===== src/rtl/scx_consts.svh =====
// register offsets, field positions, reset values and timings in ns
`ifndef SCX_CONSTS_SVH
`define SCX_CONSTS_SVH

`define SCX_ADR_MODE 8'h00
`define SCX_ADR_CTRL 8'h04
`define SCX_ADR_TXBUF 8'h08
`define SCX_ADR_RXBUF 8'h0c
`define SCX_ADR_FLAGS 8'h10
`define SCX_ADR_IRQ_STAT 8'h14
`define SCX_ADR_IRQ_CLR 8'h18
`define SCX_ADR_IRQ_EN 8'h1c
`define SCX_ADR_PORT 8'h20
`define SCX_ADR_POWER 8'h24
`define SCX_ADR_I2C_MODE 8'h28

`define SCX_B_SYNC_MODE 0
`define SCX_B_I2C_SEL 0
`define SCX_B_TX_ON 0
`define SCX_B_RX_ON 1
`define SCX_B_PIN_SER 0
`define SCX_B_GP_LVL 1
`define SCX_B_GP_DIR 2
`define SCX_B_STOP 0

`define SCX_TRANSMIT_END_FLAG_RST 1'b1
`define SCX_PIN_RST 3'h5

`define SCX_CLK_NS 10
`define SCX_BIT_NS 8680

`endif


===== src/rtl/scx_pkg.sv =====
// types shared by the serial control block
package scx_pkg;

  typedef enum logic [1:0] {TX_IDLE, TX_START, TX_DATA, TX_STOP} scx_tx_st_t;
  typedef enum logic [1:0] {RX_IDLE, RX_START, RX_DATA, RX_STOP} scx_rx_st_t;

  typedef struct packed {
    logic tx_done;
    logic rx_full;
    logic tx_empty;
  } scx_irq_t;

  typedef struct packed {
    logic cs;
    logic sck;
    logic rx;
  } scx_pins_t;

  typedef struct packed {
    scx_pins_t m1;
    scx_pins_t m2;
    scx_pins_t m3;
  } scx_sync_st_t;

  typedef struct packed {
    logic sync_clock_mode_sel;
    logic i2c_simple_sel;
    logic tx_on;
    logic rx_on;
    logic [7:0] tx_buffer_reg;
    logic tx_buf_full;
    logic [7:0] tx_shift_reg;
    logic transmit_end_flag;
    logic [7:0] rx_buf;
    logic rx_buf_full;
    logic [7:0] rx_shift;
    scx_irq_t irq_st;
    scx_irq_t irq_en;
    logic pin_ser;
    logic gp_lvl;
    logic gp_dir;
    logic stop;
    scx_tx_st_t tx_st;
    scx_rx_st_t rx_st;
    logic [15:0] tx_cnt;
    logic [15:0] rx_cnt;
    logic [2:0] tx_bit;
    logic [2:0] rx_bit;
    logic [2:0] s_bits;
    logic tx_line;
    logic [31:0] rdata;
    logic irq;
    logic txd_o;
    logic txd_oe;
    logic miso_o;
    logic miso_oe;
  } scx_state_t;

endpackage


===== src/rtl/scx_sync.sv =====
// two-flop synchronisers and edge finders for the link pins
`timescale 1ns/1ns
`include "scx_consts.svh"
module scx_sync (
  // clock and reset
  input wire logic clk,
  input wire logic rst_b,
  // raw pins and clean results
  input wire scx_pkg::scx_pins_t pins_raw,
  output scx_pkg::scx_pins_t lvl,
  output scx_pkg::scx_pins_t rise,
  output scx_pkg::scx_pins_t fall
);

  scx_pkg::scx_sync_st_t st_q;
  scx_pkg::scx_sync_st_t st_d;

  always_comb begin
    st_d = st_q;
    st_d.m1 = pins_raw;
    st_d.m2 = st_q.m1;
    st_d.m3 = st_q.m2;
  end

  // idle levels at reset: receive and select high, clock low
  always_ff @(posedge clk or negedge rst_b) begin
    if (!rst_b) begin
      st_q <= {3{`SCX_PIN_RST}};
    end else begin
      st_q <= st_d;
    end
  end

  // only the second and third stages are looked at
  assign lvl = st_q.m2;
  assign rise = st_q.m2 & ~st_q.m3;
  assign fall = ~st_q.m2 & st_q.m3;

endmodule


===== src/rtl/scx_top.sv =====
// serial control block: enables, transmit end, break, slave select, stop
//
// Our own choices: the address-and-strobe port and the address map.
`timescale 1ns/1ns
`include "scx_consts.svh"
module scx_top (
  // clock and reset
  input wire logic CLK_SYS,
  input wire logic RST_B,
  // register port
  input wire logic [7:0] REG_ADDR,
  input wire logic [31:0] REG_WDATA,
  input wire logic REG_WR,
  input wire logic REG_RD,
  output logic [31:0] REG_RDATA,
  // interrupt
  output logic IRQ_OUT,
  // link pins
  input wire logic SERIAL_IN_PIN,
  input wire logic SERIAL_CLK_IN,
  input wire logic CHIP_SEL_IN_B,
  output logic SERIAL_OUT_PIN_O,
  output logic SERIAL_OUT_PIN_OE,
  output logic SLAVE_OUT_LINE_O,
  output logic SLAVE_OUT_LINE_OE
);

  localparam int BIT_CYC = (`SCX_BIT_NS + `SCX_CLK_NS - 1) / `SCX_CLK_NS;
  localparam logic [15:0] BIT_LAST = 16'(BIT_CYC - 1);
  localparam logic [15:0] HALF_LAST = 16'(BIT_CYC / 2 - 1);

  scx_pkg::scx_state_t st_q;
  scx_pkg::scx_state_t st_d;
  scx_pkg::scx_pins_t pin_lvl;
  scx_pkg::scx_pins_t pin_rise;
  scx_pkg::scx_pins_t pin_fall;
  scx_pkg::scx_irq_t ev;
  scx_pkg::scx_irq_t irq_clr;
  logic lock;
  logic wr_txbuf;
  logic wr_ctrl;
  logic act;
  logic sdone;
  logic ser;

  scx_sync u_sync (
    .clk(CLK_SYS),
    .rst_b(RST_B),
    .pins_raw({CHIP_SEL_IN_B, SERIAL_CLK_IN, SERIAL_IN_PIN}),
    .lvl(pin_lvl),
    .rise(pin_rise),
    .fall(pin_fall)
  );

  assign lock = (st_q.sync_clock_mode_sel | st_q.i2c_simple_sel) &
                (st_q.tx_on | st_q.rx_on);
  assign wr_ctrl = REG_WR && (REG_ADDR == `SCX_ADR_CTRL);
  assign wr_txbuf = REG_WR && (REG_ADDR == `SCX_ADR_TXBUF) && st_q.tx_on;
  // a character already begun runs to its end even with select high
  assign act = st_q.sync_clock_mode_sel && !st_q.stop &&
               (st_q.tx_on || st_q.rx_on) &&
               (!pin_lvl.cs || st_q.s_bits != 3'h0);

  always_comb begin
    st_d = st_q;
    ev = '0;
    irq_clr = '0;
    sdone = 1'b0;
    ser = 1'b0;
    st_d.rdata = '0;
    if (REG_RD) begin
      case (REG_ADDR)
        `SCX_ADR_MODE: st_d.rdata = 32'(st_q.sync_clock_mode_sel);
        `SCX_ADR_I2C_MODE: st_d.rdata = 32'(st_q.i2c_simple_sel);
        `SCX_ADR_CTRL: st_d.rdata = 32'({st_q.rx_on, st_q.tx_on});
        `SCX_ADR_RXBUF: begin
          st_d.rdata = 32'(st_q.rx_buf);
          st_d.rx_buf_full = 1'b0;
        end
        `SCX_ADR_FLAGS: st_d.rdata = 32'({st_q.rx_buf_full,
                                          ~st_q.tx_buf_full,
                                          st_q.transmit_end_flag});
        `SCX_ADR_IRQ_STAT: st_d.rdata = 32'(st_q.irq_st);
        `SCX_ADR_IRQ_EN: st_d.rdata = 32'(st_q.irq_en);
        `SCX_ADR_PORT: st_d.rdata = 32'({st_q.gp_dir, st_q.gp_lvl,
                                         st_q.pin_ser});
        `SCX_ADR_POWER: st_d.rdata = 32'(st_q.stop);
        default: st_d.rdata = '0;
      endcase
    end
    if (REG_WR) begin
      case (REG_ADDR)
        `SCX_ADR_MODE: begin
          st_d.sync_clock_mode_sel = REG_WDATA[`SCX_B_SYNC_MODE];
        end
        `SCX_ADR_I2C_MODE: begin
          st_d.i2c_simple_sel = REG_WDATA[`SCX_B_I2C_SEL];
        end
        `SCX_ADR_CTRL: begin
          if (lock) begin
            // only clearing is possible until both are 0 again
            st_d.tx_on = st_q.tx_on & REG_WDATA[`SCX_B_TX_ON];
            st_d.rx_on = st_q.rx_on & REG_WDATA[`SCX_B_RX_ON];
          end else begin
            // both 0 in restricted modes, or free in plain async mode
            st_d.tx_on = REG_WDATA[`SCX_B_TX_ON];
            st_d.rx_on = REG_WDATA[`SCX_B_RX_ON];
          end
        end
        `SCX_ADR_TXBUF: begin
          if (st_q.tx_on) begin
            st_d.tx_buffer_reg = REG_WDATA[7:0];
            st_d.tx_buf_full = 1'b1;
            st_d.transmit_end_flag = 1'b0;
          end
        end
        `SCX_ADR_IRQ_CLR: irq_clr = REG_WDATA[2:0];
        `SCX_ADR_IRQ_EN: st_d.irq_en = REG_WDATA[2:0];
        `SCX_ADR_PORT: begin
          st_d.pin_ser = REG_WDATA[`SCX_B_PIN_SER];
          st_d.gp_lvl = REG_WDATA[`SCX_B_GP_LVL];
          st_d.gp_dir = REG_WDATA[`SCX_B_GP_DIR];
        end
        `SCX_ADR_POWER: st_d.stop = REG_WDATA[`SCX_B_STOP];
        default: begin
        end
      endcase
    end

    // transmitter
    if (!st_d.tx_on || st_q.stop) begin
      // a cut character is dropped; the line goes back to mark
      st_d.tx_st = scx_pkg::TX_IDLE;
      st_d.tx_shift_reg = '0;
      st_d.tx_cnt = '0;
      st_d.tx_bit = '0;
      st_d.tx_line = 1'b1;
      if (!st_d.tx_on) begin
        st_d.transmit_end_flag = `SCX_TRANSMIT_END_FLAG_RST;
      end
    end else if (!st_q.sync_clock_mode_sel) begin
      case (st_q.tx_st)
        scx_pkg::TX_IDLE: begin
          st_d.tx_line = 1'b1;
          if (st_q.tx_buf_full) begin
            st_d.tx_shift_reg = st_q.tx_buffer_reg;
            st_d.tx_buf_full = wr_txbuf;
            st_d.transmit_end_flag = 1'b0;
            ev.tx_empty = 1'b1;
            st_d.tx_cnt = '0;
            st_d.tx_st = scx_pkg::TX_START;
          end
        end
        scx_pkg::TX_START: begin
          st_d.tx_line = 1'b0;
          st_d.tx_cnt = st_q.tx_cnt + 16'h1;
          if (st_q.tx_cnt == BIT_LAST) begin
            st_d.tx_cnt = '0;
            st_d.tx_bit = '0;
            st_d.tx_st = scx_pkg::TX_DATA;
          end
        end
        scx_pkg::TX_DATA: begin
          st_d.tx_line = st_q.tx_shift_reg[0];
          st_d.tx_cnt = st_q.tx_cnt + 16'h1;
          if (st_q.tx_cnt == BIT_LAST) begin
            st_d.tx_cnt = '0;
            st_d.tx_shift_reg = {1'b0, st_q.tx_shift_reg[7:1]};
            st_d.tx_bit = st_q.tx_bit + 3'h1;
            if (st_q.tx_bit == 3'h7) begin
              st_d.tx_st = scx_pkg::TX_STOP;
            end
          end
        end
        scx_pkg::TX_STOP: begin
          st_d.tx_line = 1'b1;
          st_d.tx_cnt = st_q.tx_cnt + 16'h1;
          if (st_q.tx_cnt == BIT_LAST) begin
            st_d.tx_cnt = '0;
            st_d.tx_st = scx_pkg::TX_IDLE;
            if (!st_q.tx_buf_full) begin
              st_d.transmit_end_flag = 1'b1;
              ev.tx_done = 1'b1;
            end
          end
        end
        default: st_d.tx_st = scx_pkg::TX_IDLE;
      endcase
    end else begin
      st_d.tx_line = 1'b1;
      // loading between characters only, so a frame never tears
      if (st_q.tx_st == scx_pkg::TX_IDLE && st_q.tx_buf_full &&
          st_q.s_bits == 3'h0) begin
        st_d.tx_shift_reg = st_q.tx_buffer_reg;
        st_d.tx_buf_full = wr_txbuf;
        st_d.transmit_end_flag = 1'b0;
        ev.tx_empty = 1'b1;
        st_d.tx_st = scx_pkg::TX_DATA;
      end
    end

    // asynchronous receiver, sampled mid-bit
    if (!st_d.rx_on || st_q.stop || st_q.sync_clock_mode_sel) begin
      st_d.rx_st = scx_pkg::RX_IDLE;
      st_d.rx_cnt = '0;
      st_d.rx_bit = '0;
    end else begin
      st_d.rx_cnt = st_q.rx_cnt + 16'h1;
      case (st_q.rx_st)
        scx_pkg::RX_IDLE: begin
          st_d.rx_cnt = '0;
          if (pin_fall.rx) begin
            st_d.rx_st = scx_pkg::RX_START;
          end
        end
        scx_pkg::RX_START: begin
          if (st_q.rx_cnt == HALF_LAST) begin
            st_d.rx_cnt = '0;
            st_d.rx_bit = '0;
            st_d.rx_st = pin_lvl.rx ? scx_pkg::RX_IDLE : scx_pkg::RX_DATA;
          end
        end
        scx_pkg::RX_DATA: begin
          if (st_q.rx_cnt == BIT_LAST) begin
            st_d.rx_cnt = '0;
            st_d.rx_shift = {pin_lvl.rx, st_q.rx_shift[7:1]};
            st_d.rx_bit = st_q.rx_bit + 3'h1;
            if (st_q.rx_bit == 3'h7) begin
              st_d.rx_st = scx_pkg::RX_STOP;
            end
          end
        end
        scx_pkg::RX_STOP: begin
          if (st_q.rx_cnt == BIT_LAST) begin
            st_d.rx_buf = st_q.rx_shift;
            st_d.rx_buf_full = 1'b1;
            ev.rx_full = 1'b1;
            st_d.rx_st = scx_pkg::RX_IDLE;
          end
        end
        default: st_d.rx_st = scx_pkg::RX_IDLE;
      endcase
    end

    // clocked slave: sample on rising, shift out on falling
    if (!act) begin
      if (st_q.stop || !st_q.sync_clock_mode_sel) begin
        st_d.s_bits = '0;
      end
    end else if (pin_rise.sck) begin
      st_d.rx_shift = {pin_lvl.rx, st_q.rx_shift[7:1]};
      st_d.s_bits = st_q.s_bits + 3'h1;
      if (st_q.s_bits == 3'h7) begin
        sdone = 1'b1;
        if (st_d.rx_on) begin
          st_d.rx_buf = {pin_lvl.rx, st_q.rx_shift[7:1]};
          st_d.rx_buf_full = 1'b1;
          ev.rx_full = 1'b1;
        end
        if (st_d.tx_on && st_q.tx_st == scx_pkg::TX_DATA) begin
          st_d.tx_st = scx_pkg::TX_IDLE;
          if (!st_q.tx_buf_full) begin
            st_d.transmit_end_flag = 1'b1;
            ev.tx_done = 1'b1;
          end
        end
      end
    end else if (pin_fall.sck && st_q.s_bits != 3'h0 && st_d.tx_on) begin
      st_d.tx_shift_reg = {1'b0, st_q.tx_shift_reg[7:1]};
    end

    // sticky status: an event in the clearing cycle survives
    st_d.irq_st = (st_q.irq_st & ~irq_clr) | ev;
    st_d.irq = |(st_d.irq_st & st_d.irq_en);

    // pin is the port's unless enabled, not stopped and handed to the serial function
    ser = st_d.pin_ser & st_d.tx_on & ~st_d.stop;
    st_d.txd_o = ser ? st_d.tx_line : st_d.gp_lvl;
    st_d.txd_oe = ser | st_d.gp_dir;
    st_d.miso_o = (st_d.stop || st_d.tx_st != scx_pkg::TX_DATA) ? 1'b1 :
                  st_d.tx_shift_reg[0];
    st_d.miso_oe = st_d.sync_clock_mode_sel & st_d.tx_on & ~st_d.stop &
                   ~pin_lvl.cs;
  end

  always_ff @(posedge CLK_SYS or negedge RST_B) begin
    if (!RST_B) begin
      st_q <= '0;
      st_q.transmit_end_flag <= `SCX_TRANSMIT_END_FLAG_RST;
      st_q.tx_line <= 1'b1;
      st_q.miso_o <= 1'b1;
    end else begin
      st_q <= st_d;
    end
  end

  assign REG_RDATA = st_q.rdata;
  assign IRQ_OUT = st_q.irq;
  assign SERIAL_OUT_PIN_O = st_q.txd_o;
  assign SERIAL_OUT_PIN_OE = st_q.txd_oe;
  assign SLAVE_OUT_LINE_O = st_q.miso_o;
  assign SLAVE_OUT_LINE_OE = st_q.miso_oe;
endmodule


===== config.mk =====
export PLATFORM = sky130hd
export DESIGN_NAME = scx_top
export DESIGN_NICKNAME = d
export VERILOG_FILES = /design/src/rtl/scx_pkg.sv /design/src/rtl/scx_sync.sv /design/src/rtl/scx_top.sv
export VERILOG_INCLUDE_DIRS = /design/src /design/src/rtl
export SDC_FILE = /design/constraint.sdc
export NUM_CORES = 1
export LEC_CHECK = 0
export BUFFER_PORTS_ARGS = -buffer_cell sky130_fd_sc_hd__buf_2
export CORE_MARGIN = 5
export CORE_UTILIZATION = 64
export CTS_BUF_LIST = sky130_fd_sc_hd__clkbuf_8
export DETAILED_ROUTE_END_ITERATION = 10
export PLACE_DENSITY = 0.88
export SLEW_MARGIN = 15
export SYNTH_ARGS = -nofsm -noshare
export SYNTH_HDL_FRONTEND = slang
export SYNTH_SLANG_ARGS = --single-unit

===== constraint.sdc =====
create_clock -name CLK_SYS -period 6 [get_ports CLK_SYS]
set_input_delay 0.3 -clock CLK_SYS [delete_from_list [all_inputs] [get_ports CLK_SYS]]
set_output_delay 0.3 -clock CLK_SYS [all_outputs]
set_load 0.05 [all_outputs]

==> out/qor.txt, run 1 <==
Status: complete, no violations
Post-Syn Area: 0.00610 mm²
Total GRT Usage: 23.6%
Die Wd: 108 µm
Critical path arrival: 3.17 ns
Sw Share: 28.2%
Largest net degree at the start of global routing: 85
Clock Skew: 0.0102 ns
Hold_ws: 0.0836 ns
Min cycle time layout: 2.81 ns
Clock transition at path regs: 0.08 ns
Slew @ Worst Pin: 1.06 ns
EDFF count, synth: 0
Final-report setup violation count: 0
Power Internal: 1.15 mW
Sequential share of power: 49.7%
Clk pwr share: 43.1%
Startpoint type of the worst setup path: register
Hold WC Path Type: primary input to register
Grt ovf: 0
DR WL/cell: 16.1 µm
Area grow syn2layout: 8.82%
Rows: 35
Flop2flop setup slack: 3.19 ns
Num CTS Buffers: 17
DRC: 0
Critical path start-end classification: register to register
Die Ht: 108 µm
Crit path capture type: register
Pwr Density: 241 mW/mm²
Mapped Cells: 618
Fmax: 356 MHz
Router iterations before antenna repair: 5
Initial antenna violation count: 0
Pleak: 3.02 nW
Cell chain of the critical path: inv_1 -> ha_1 -> nand2_1 -> o21ai_0 -> o22a_1 -> a32o_1 -> nand4bb_1
Worst-Skew Late Latency: 0.44 ns
Library cells used by synthesis: 72
Routed vias/inst: 5.99
Remaining antenna violation count: 0
First-pass GRT wire length: 21.7 mm
Max clock buf depth: 2
WP data required: 6.36 ns
Initial Util: 65.7%
Seq/Total Area, Yosys: 47.3%
CTS sink cnt: 115
# diodes: 0
Core area: 0.00928 mm²
DIE AREA: 0.0116 mm²
Peak supply drop: 0.250 mV
Synthesized flop and latch total: 115
CTS tree: done
Fin. Hold Viols: 0
# fillers: 716
Async S/R FF share, synth: 100%
Post-route setup TNS: 0 ns
Post-Route WL: 12.8 mm
Vias: 4748
CP peak stage delay: 0.89 ns
Post_cts resized: 0
Unrepaired setup endpoints after global routing: false
Relative slew slack: 28.7%
Largest fanout on the critical path: 13
Routability congestion estimate: 0.873
Cts-stage hold buffer count: 4
DRC violation total after the first TritonRoute iteration: 290
Net Switching: 0.450 mW
Slew Limit Fails: 0
Ys Warns: 0
Worst flop-to-flop path startpoint: st_q[82]
Slowest CP cell: o21ai_0
Hold path startpoint: REG_WDATA[7]
Num ports: 84
Post-Syn Area per Cell: 9.87 µm²
Critical path origin: st_q[82]
Vias in the first global route: 4625
Tcrit/Tclk final: 46.9%
Final HPWL DP: 9.01 mm
Post-CTS repair timing setup buffer count: 0
Count of input and output buffers: 35
Top FF cell, synth: dfrtp_1
Root Buffer: clkbuf_8
H-Tree Depth: 4
NumNets Final: 712
Maxcap violations: 0
Logic gate share of total power: 7.3%
Share of post-route cells with drive strength above 1: 15.5%
## sequential cells by signal, summed over array words and instances (netlist names)
signal	cells
u_sync.st_d	3
IRQ_OUT	1
u_sync.lvl	3
REG_RDATA	8
SERIAL_OUT_PIN_OE	1
SLAVE_OUT_LINE_OE	1
SERIAL_OUT_PIN_O	1
st_q	94
SLAVE_OUT_LINE_O	1
u_sync.st_q	2
## final timing paths
path,depth (start not counted),to
min in group asynchronous,2,st_q[45]
min,2,st_q[127]
max in group asynchronous,3,st_q[101]
min reg2reg,0,u_sync.lvl[2]
max,7,SLAVE_OUT_LINE_O
max reg2reg,7,SLAVE_OUT_LINE_O
## kinds of logic after synthesis
kind of cell             after synthesis  synth area share (%)
flip-flops                           115                  47.3
AND/OR/NAND/NOR                      227                  19.3
other                                  1                0.0615
multiplexers                          37                  6.53
buffers and inverters                 68                  6.32
XOR/XNOR                              19                  2.73
adder cells (fa/ha/maj)               15                  3.08
AO/OA/AOI/OAI                        136                  14.6
## worst max-delay path: cells and delay by family (launching register included)
family / cells / cell delay (ns)
AND/OR/NAND/NOR: 2 / 0.40
adder cells (fa/ha/maj): 1 / 0.39
buffers and inverters: 1 / 0.11
AO/OA/AOI/OAI: 3 / 1.37
flip-flops: 1 / 0.46
## metrics by stage
step | instance area (µm²) | total power, mW | setup WS, ns | util [%] | std cells
after floorplan | 6180 | 0.895 | 3.95 | - | 641
after global placement | 6210 | 0.919 | 3.35 | 66.9 | 756
after detailed placement | 6210 | 0.922 | 3.28 | 66.9 | 756
after CTS | 6640 | 1.61 | 3.24 | 71.5 | 792
after global routing | 6640 | 1.67 | 3.00 | 71.5 | 792
final | 6640 | 1.60 | 3.19 | 71.5 | 792
## layout by cell type, fill, tap and decap left out, drive strengths merged, types with 6 or more instances in the layout
master,n
clkbuf,17
xnor2,12
nand3,21
conb,24
nand2b,6
o31ai,7
nor2,66
mux2i,15
buf,36
ha,15
nor3,12
a22oi,10
dfrtp,108
a221o,7
inv,26
o21ai,30
mux2,22
xor2,7
nand2,59
and2,6
nand4,8
or3,7
nor2b,7
dfstp,7
a21oi,41
o22ai,7
## layout make-up
type | count | area, µm² | area share [%]
tap | 129 | 161 | 2.43
inverter | 18 | 67.6 | 1.02
multi-input combinational | 458 | 2910 | 43.9
clock inverter | 15 | 149 | 2.24
timing repair buffer | 40 | 225 | 3.39
sequential | 115 | 2890 | 43.5
clock buffer | 17 | 234 | 3.53
## cell usage after synthesis (3+ instances only)
cell,n,area (µm²)
a21oi_1,41,205
a221o_1,7,70.1
a22o_1,4,35.0
a22oi_1,10,75.1
a31o_2,3,26.3
a31oi_1,3,18.8
and2_1,6,37.5
and3_1,4,25.0
and4_1,5,43.8
buf_2,5,25.0
buf_4,33,248
clkbuf_1,11,41.3
dfrtp_1,108,2700
dfstp_2,7,184
ha_1,15,188
inv_1,17,63.8
mux2_1,9,101
mux2_2,13,146
mux2i_1,15,150
nand2_1,58,218
nand2b_1,6,37.5
nand3_1,20,100
nand3b_1,4,30.0
nand4_1,8,50.1
nor2_1,65,244
nor2b_1,7,43.8
nor3_1,9,45.0
nor3b_1,5,37.5
nor4_1,3,18.8
nor4b_1,4,35.0
o2111ai_1,4,35.0
o21ai_0,29,145
o22ai_1,7,43.8
o31ai_1,6,45.0
or3_1,7,43.8
xnor2_1,12,105
xor2_1,7,61.3
## power by group through the flow
stage	combinational, mW	clock (mW)	sequential (mW)
finish	0.116	0.689	0.794
global route	0.127	0.748	0.795
CTS	0.115	0.705	0.794
detailed placement	0.113	0	0.809
global placement	0.111	0	0.808
floorplan	0.0869	0	0.808
## per-layer routing
| metal | track usage, % | up-vias | part of all wire [%] |
|---|---|---|---|
| met5 | 0 | - | 0 |
| met4 | 7.75 | 0 | 1.7 |
| met3 | 6.42 | 25 | 5.7 |
| met2 | 40.8 | 152 | 52 |
| met1 | 28.6 | 2330 | 40 |
| li1 | - | 2241 | - |
Power figures use the tool's default switching activity.
==> run 2, diff against run 1 <==
CORE_UTILIZATION = 60   (was 64)
PLACE_DENSITY = 0.83   (was 0.88)
clock period = 2.8 ns   (was 6 ns; I/O delays follow)
==> run 2 against run 1 <==
  * Wire length up 0.78%
  * Global-route usage down 1.6 points
  * Sequential power up 110%
  * Non-clock buffer count increased by 12
  * Final cell count rose by 2.0%
  * Register-to-register slack got worse by 2.9 ns
  * Clock skew about the same
  * Clock-buffer cell count unchanged
  * Combinational power rose by 130%
  * Sequential share of layout area fell by 0.91 points
  * First-iteration DRC count up 31%
  * Fmax rose by 10%
==> out/qor.txt, run 2 (synthesis results as in run 1) <==
Status: complete, no violations
DIE AREA: 0.0123 mm² (+6.0%)
Critical path arrival: 2.88 ns (-0.29 ns)
DR WL/cell: 15.9 µm (-1.2%)
Final WS setup: 0.243 ns (-2.94 ns)
H-Tree Depth: 4 (unchanged)
DRC: 0 (unchanged)
Share of post-route cells with drive strength above 1: 16.3% (+0.76 points)
Startpoint type of the worst setup path: register
Router iterations before antenna repair: 5 (unchanged)
Met3 usage: 5.62% (-0.80 points)
Initial antenna violation count: 0 (unchanged)
Routing usage on met1: 26.8% (-1.8 points)
Pwr Density: 519 mW/mm² (+120%)
Largest net degree at the start of global routing: 83 (-2.4%)
Slew @ Worst Pin: 0.792 ns (-0.266 ns)
Post-CTS repair timing setup buffer count: 0 (unchanged)
Initial Util: 61.8% (-3.9 points)
Crit path capture type: register
Num CTS Buffers: 17 (unchanged)
Largest Register: st_q
Sw Share: 27.3% (-0.86 points)
Root Buffer: clkbuf_8
Sequential share of power: 48.3% (-1.4 points)
Maxcap violations: 0 (unchanged)
Routed vias/inst: 5.94 (-0.95%)
NumNets Final: 724 (+1.7%)
Slew Limit Fails: 0 (unchanged)
Clock Skew: 0.0102 ns (-0.0000202 ns)
Global-route met2 utilization: 37.5% (-3.3 points)
Area grow syn2layout: 11.1%
Hold_ws: 0.0371 ns (-0.0465 ns)
Power Internal: 2.56 mW (+120%)
Routability congestion estimate: 0.938 (+7.4%)
Hold WC Path Type: primary input to register
Core area: 0.00986 mm² (+6.3%)
Relative slew slack: 46.4% (+18 points)
Post_cts resized: 0 (unchanged)
Flop2flop setup slack: 0.24 ns (-2.94 ns)
Clk pwr share: 44.3% (+1.2 points)
Min cycle time layout: 2.56 ns (-0.255 ns)
CTS tree: done
Fin. Hold Viols: 0 (unchanged)
Worst-Skew Late Latency: 0.44 ns (about the same)
Critical path start-end classification: register to register
Final-report setup violation count: 0 (unchanged)
Max clock buf depth: 2 (unchanged)
First-pass GRT wire length: 22.3 mm (+3.1%)
Unrepaired setup endpoints after global routing: false
CTS sink cnt: 115 (unchanged)
Cts-stage hold buffer count: 10 (+6)
Die Ht: 111 µm (+3.0%)
Max reg flops: 94 (unchanged)
Num ports: 84 (unchanged)
Fmax: 391 MHz (+10%)
Final core utilization: 68.7% (-2.8 points)
Pleak: 3.08 nW (+2.1%)
DRC violation total after the first TritonRoute iteration: 380 (+31%)
Logic gate share of total power: 7.5% (+0.2 points)
Post-route setup TNS: 0 ns (unchanged)
Peak supply drop: 0.657 mV (+160%)
Remaining antenna violation count: 0 (unchanged)
Tcrit/Tclk final: 91.3% (+44 points)
Vias: 4798 (+1.1%)
Die Wd: 111 µm (+3.0%)
# diodes: 0 (unchanged)
Global routing's busiest layer: met2
Vias in the first global route: 4777 (+3.3%)
Post-Route WL: 12.9 mm (+0.78%)
Commonest non-fill, non-tap cell in the layout: dfrtp_1
Clock transition at path regs: 0.08 ns (about the same)
Net Switching: 0.961 mW (+110%)
Largest fanout on the critical path: 8 (-5)
Final HPWL DP: 9.17 mm (+1.8%)
WP data required: 3.12 ns (-3.24 ns)
Total GRT Usage: 22.0% (-1.6 points)
Grt ovf: 0 (unchanged)
Count of input and output buffers: 35 (unchanged)
Dpl ws: 0.313 ns (-2.96 ns)
Commonest cells after routing, fill and taps aside: dfrtp_1, nor2_1, nand2_1
Rows: 36 (+2.9%)
run 2: path summary, 6_finish.rpt:
check | start | to | depth (start not counted)
worst min-delay path | REG_WDATA[2] | st_q[122] | 2
worst min register to register | u_sync.st_d[5] | u_sync.lvl[2] | 0
max in group asynchronous | RST_B | u_sync.st_d[3] | 3
worst max-delay path | st_q[59] | st_q[96] | 5
min in group asynchronous | RST_B | st_q[65] | 2
worst max register to register | st_q[59] | st_q[96] | 5
run 2: area by class of cell:
cell class / instances / area (µm²)
Clock buffer: 17 / 234
Sequential cell: 115 / 2890
Timing Repair Buffer: 52 / 343
Inverter: 18 / 67.6
Tap cell: 133 / 166
Fill cell: 737 / 3090
Clock inverter: 15 / 168
Multi-Input combinational cell: 458 / 2910
run 2: power by group through the flow:
| stage | combinational, mW | sequential, mW | clock (mW) |
|---|---|---|---|
| 2_1_floorplan | 0.186 | 1.73 | 0 |
| 3_3_place_gp | 0.247 | 1.73 | 0 |
| 3_5_place_dp | 0.251 | 1.73 | 0 |
| 4_1_cts | 0.263 | 1.70 | 1.59 |
| 5_1_grt | 0.286 | 1.70 | 1.67 |
| 6_report | 0.263 | 1.70 | 1.56 |
run 2: critical path, cell delays in order, from the launching register on:
cell and delay (ns):
dfrtp_1 0.42, nor4_1 0.48, nand4_1 0.34, nor2_1 0.38, a31o_1 0.44, mux2_1 0.38
run 2: metrics by stage:
stage / total power [mW] / cell area [µm²] / instances
final: 3.52 / 6780 / 808
after CTS: 3.55 / 6780 / 808
after global placement: 1.98 / 6270 / 766
after floorplan: 1.92 / 6180 / 641
after detailed placement: 1.98 / 6270 / 766
after global routing: 3.66 / 6780 / 808
run 2: routing by layer:
| layer | vias to the layer above | share of wire, % | routed length (µm) |
|---|---|---|---|
| met5 | - | 0 | 0 |
| met1 | 2336 | 41 | 5270 |
| met2 | 179 | 51 | 6620 |
| met3 | 22 | 6.2 | 799 |
| met4 | 0 | 1.5 | 197 |
| li1 | 2261 | - | - |
==> run 3, diff against run 2 <==
clock period = 2.7 ns   (was 2.8 ns; I/O delays follow)
==> run 3 against run 2 <==
  * Non-clock buffer count increased by 3
  * Hold slack improved by 0.032 ns
  * Via count increased by 0.38%
  * Final cell count increased by 0.37%
  * Register-to-register slack got worse by 0.03 ns
  * Flip-flop and latch count unchanged
  * Critical path type unchanged
  * Largest cell class unchanged
==> out/qor.txt, run 3 (synthesis results as in run 1) <==
Status: complete, no violations
Num ports: 84 (unchanged)
Rows: 36 (unchanged)
NumNets Final: 727 (+0.41%)
# diodes: 0 (unchanged)
Slew @ Worst Pin: 0.848 ns (+0.0553 ns)
Critical path start-end classification: register to register
Crit path capture type: register
DR WL/cell: 16.2 µm (+1.8%)
Hold Crit Endpoint: st_q[122]
Area of the multi-input gates: 0.00291 mm² (unchanged)
Sequential share of power: 50.3% (+2.0 points)
Hold Path Depth: 2 (unchanged)
Final-report setup violation count: 0 (unchanged)
Sw Share: 27.4% (+0.094 points)
Register area: 0.00289 mm² (unchanged)
Grt ovf: 0 (unchanged)
WL met3: 624 µm (-22%)
Initial antenna violation count: 0 (unchanged)
Routed vias/inst: 5.94 (about the same)
Post-route setup TNS: 0 ns (unchanged)
Placed Cells: 769 (+0.39%)
DIE AREA: 0.0123 mm² (unchanged)
Final HPWL DP: 9.39 mm (+2.4%)
First-pass GRT wire length: 22.5 mm (+0.93%)
Non-Filler Instances: 811 (+0.37%)
H-Tree Depth: 4 (unchanged)
DRC: 0 (unchanged)
RR Endpoint: st_q[100]
Hold WC Path Type: primary input to register
CTS tree: done
Clock transition at path regs: 0.07 ns (about the same)
Largest Register: st_q
Hold_ws: 0.0688 ns (+0.0317 ns)
Vias: 4816 (+0.38%)
Startpoint type of the worst setup path: register
Maxcap violations: 0 (unchanged)
Min cycle time layout: 2.48 ns (-0.0722 ns)
Hold path startpoint: REG_WDATA[2]
Worst flop-to-flop path startpoint: st_q[60]
Vias in the first global route: 4763 (-0.29%)
Clk pwr share: 41.8% (-2.5 points)
Largest fanout on the critical path: 8 (unchanged)
DRC violation total after the first TritonRoute iteration: 393 (+3.4%)
Final core utilization: 68.6% (-0.11 points)
Initial Util: 61.8% (unchanged)
# fillers: 752 (+2.0%)
Post-Route M1 WL: 5.53 mm (+5.1%)
WP data required: 3.01 ns (-0.11 ns)
Fin. Hold Viols: 0 (unchanged)
Met2 wire len: 6.74 mm (+1.9%)
Max clock buf depth: 2 (unchanged)
Routability congestion estimate: 0.950 (+1.3%)
Router iterations before antenna repair: 5 (unchanged)
Largest net degree at the start of global routing: 67 (-19%)
Power Internal: 2.54 mW (-0.57%)
Share of post-route cells with drive strength above 1: 16.7% (+0.37 points)
Worst-Skew Late Latency: 0.43 ns (about the same)
Total power: 3.50 mW (-0.44%)
Slew Limit Fails: 0 (unchanged)
Pwr Density: 518 mW/mm² (-0.28%)
Area grow syn2layout: 11.0%
Pleak: 3.09 nW (+0.18%)
Root Buffer: clkbuf_8
Commonest cells after routing, fill and taps aside: dfrtp_1, nor2_1, nand2_1
Max reg flops: 94 (unchanged)
Post-CTS repair timing setup buffer count: 0 (unchanged)
Net Switching: 0.960 mW (-0.10%)
Post_cts resized: 0 (unchanged)
Die Ht: 111 µm (unchanged)
Remaining antenna violation count: 0 (unchanged)
Flop2flop setup slack: 0.22 ns (-0.03 ns)
Unrepaired setup endpoints after global routing: false
Post-Route WL: 13.2 mm (+2.1%)
Commonest non-fill, non-tap cell in the layout: dfrtp_1
Peak supply drop: 0.299 mV (-55%)
Die Wd: 111 µm (unchanged)
Relative slew slack: 43.5% (-2.9 points)
Logic gate share of total power: 7.9% (+0.4 points)
Fmax: 402 MHz (+2.9%)
R2R depth: 5 (unchanged)
Num CTS Buffers: 17 (unchanged)
Tcrit/Tclk final: 92.0% (+0.71 points)
Critical path arrival: 2.79 ns (-0.09 ns)
Max layer used: met4
CTS sink cnt: 115 (unchanged)
Total GRT Usage: 21.9% (-0.026 points)
Count of input and output buffers: 35 (unchanged)
Core area: 0.00986 mm² (unchanged)
Clock Skew: 0.0135 ns (+0.00330 ns)
-- run 3: changes by cell type in the layout (fill, tap and decap cells not counted) --
cell,previous run,this run
clkinv_4,0,4
inv_6,7,3
buf_4,7,10
clkinv_2,1,4
bufinv_16,2,1
clkinvlp_4,4,3
inv_8,1,0
-- run 3: worst max-delay path by stage --
stage | end | from | slack (ns)
finish | st_q[100] | st_q[60] | 0.22
floorplan | st_q[100] | st_q[50] | 0.69
global route | st_q[93] | st_q[60] | 0.06
global placement | st_q[97] | st_q[59] | 0.36
detailed placement | st_q[97] | st_q[60] | 0.24
CTS | st_q[97] | st_q[60] | 0.21
-- run 3: through the flow --
| stage | instance area, µm² | setup WS [ns] |
|---|---|---|
| 6_report | 6770 | 0.215 |
| 5_1_grt | 6770 | 0.0647 |
| 4_1_cts | 6770 | 0.208 |
| 3_5_place_dp | 6300 | 0.236 |
| 3_3_place_gp | 6300 | 0.356 |
| 2_1_floorplan | 6180 | 0.689 |
-- run 3: final cells by class --
| type | count | share of cell area, % |
|---|---|---|
| repair buffers | 55 | 5.40 |
| clock buffers | 17 | 3.46 |
| inverters | 18 | 0.999 |
| clock inverters | 15 | 1.98 |
| multi-input cells | 458 | 43.0 |
| well taps | 133 | 2.46 |
| flip-flops and latches | 115 | 42.7 |
-- run 3: worst max-delay path: stages (launching register included) --
cell,delay (ns)
dfrtp_1,0.41
nor4_1,0.50
nand4_1,0.31
nor2_1,0.35
a31o_1,0.42
mux2_1,0.37
-- run 3: power groups by stage --
stage / registers [mW] / clock network [mW] / logic, mW
after global routing: 1.76 / 1.58 / 0.301
final: 1.76 / 1.46 / 0.277
after CTS: 1.76 / 1.49 / 0.276
after floorplan: 1.79 / 0 / 0.193
after global placement: 1.79 / 0 / 0.257
after detailed placement: 1.79 / 0 / 0.263
-- run 3: timing repair --
action / 4_1_cts / 5_1_grt
setup endpoints to repair: 0 / 0
hold buffers: 10 / 0
endpoints found under the hold margin: 68 / 0
-- run 3: per-layer routing --
| metal | vias to the layer above | global-route usage, % |
|---|---|---|
| li1 | 2266 | - |
| met1 | 2362 | 27.4 |
| met2 | 156 | 37.3 |
| met3 | 32 | 5.24 |
| met4 | 0 | 7.64 |
| met5 | - | 0 |
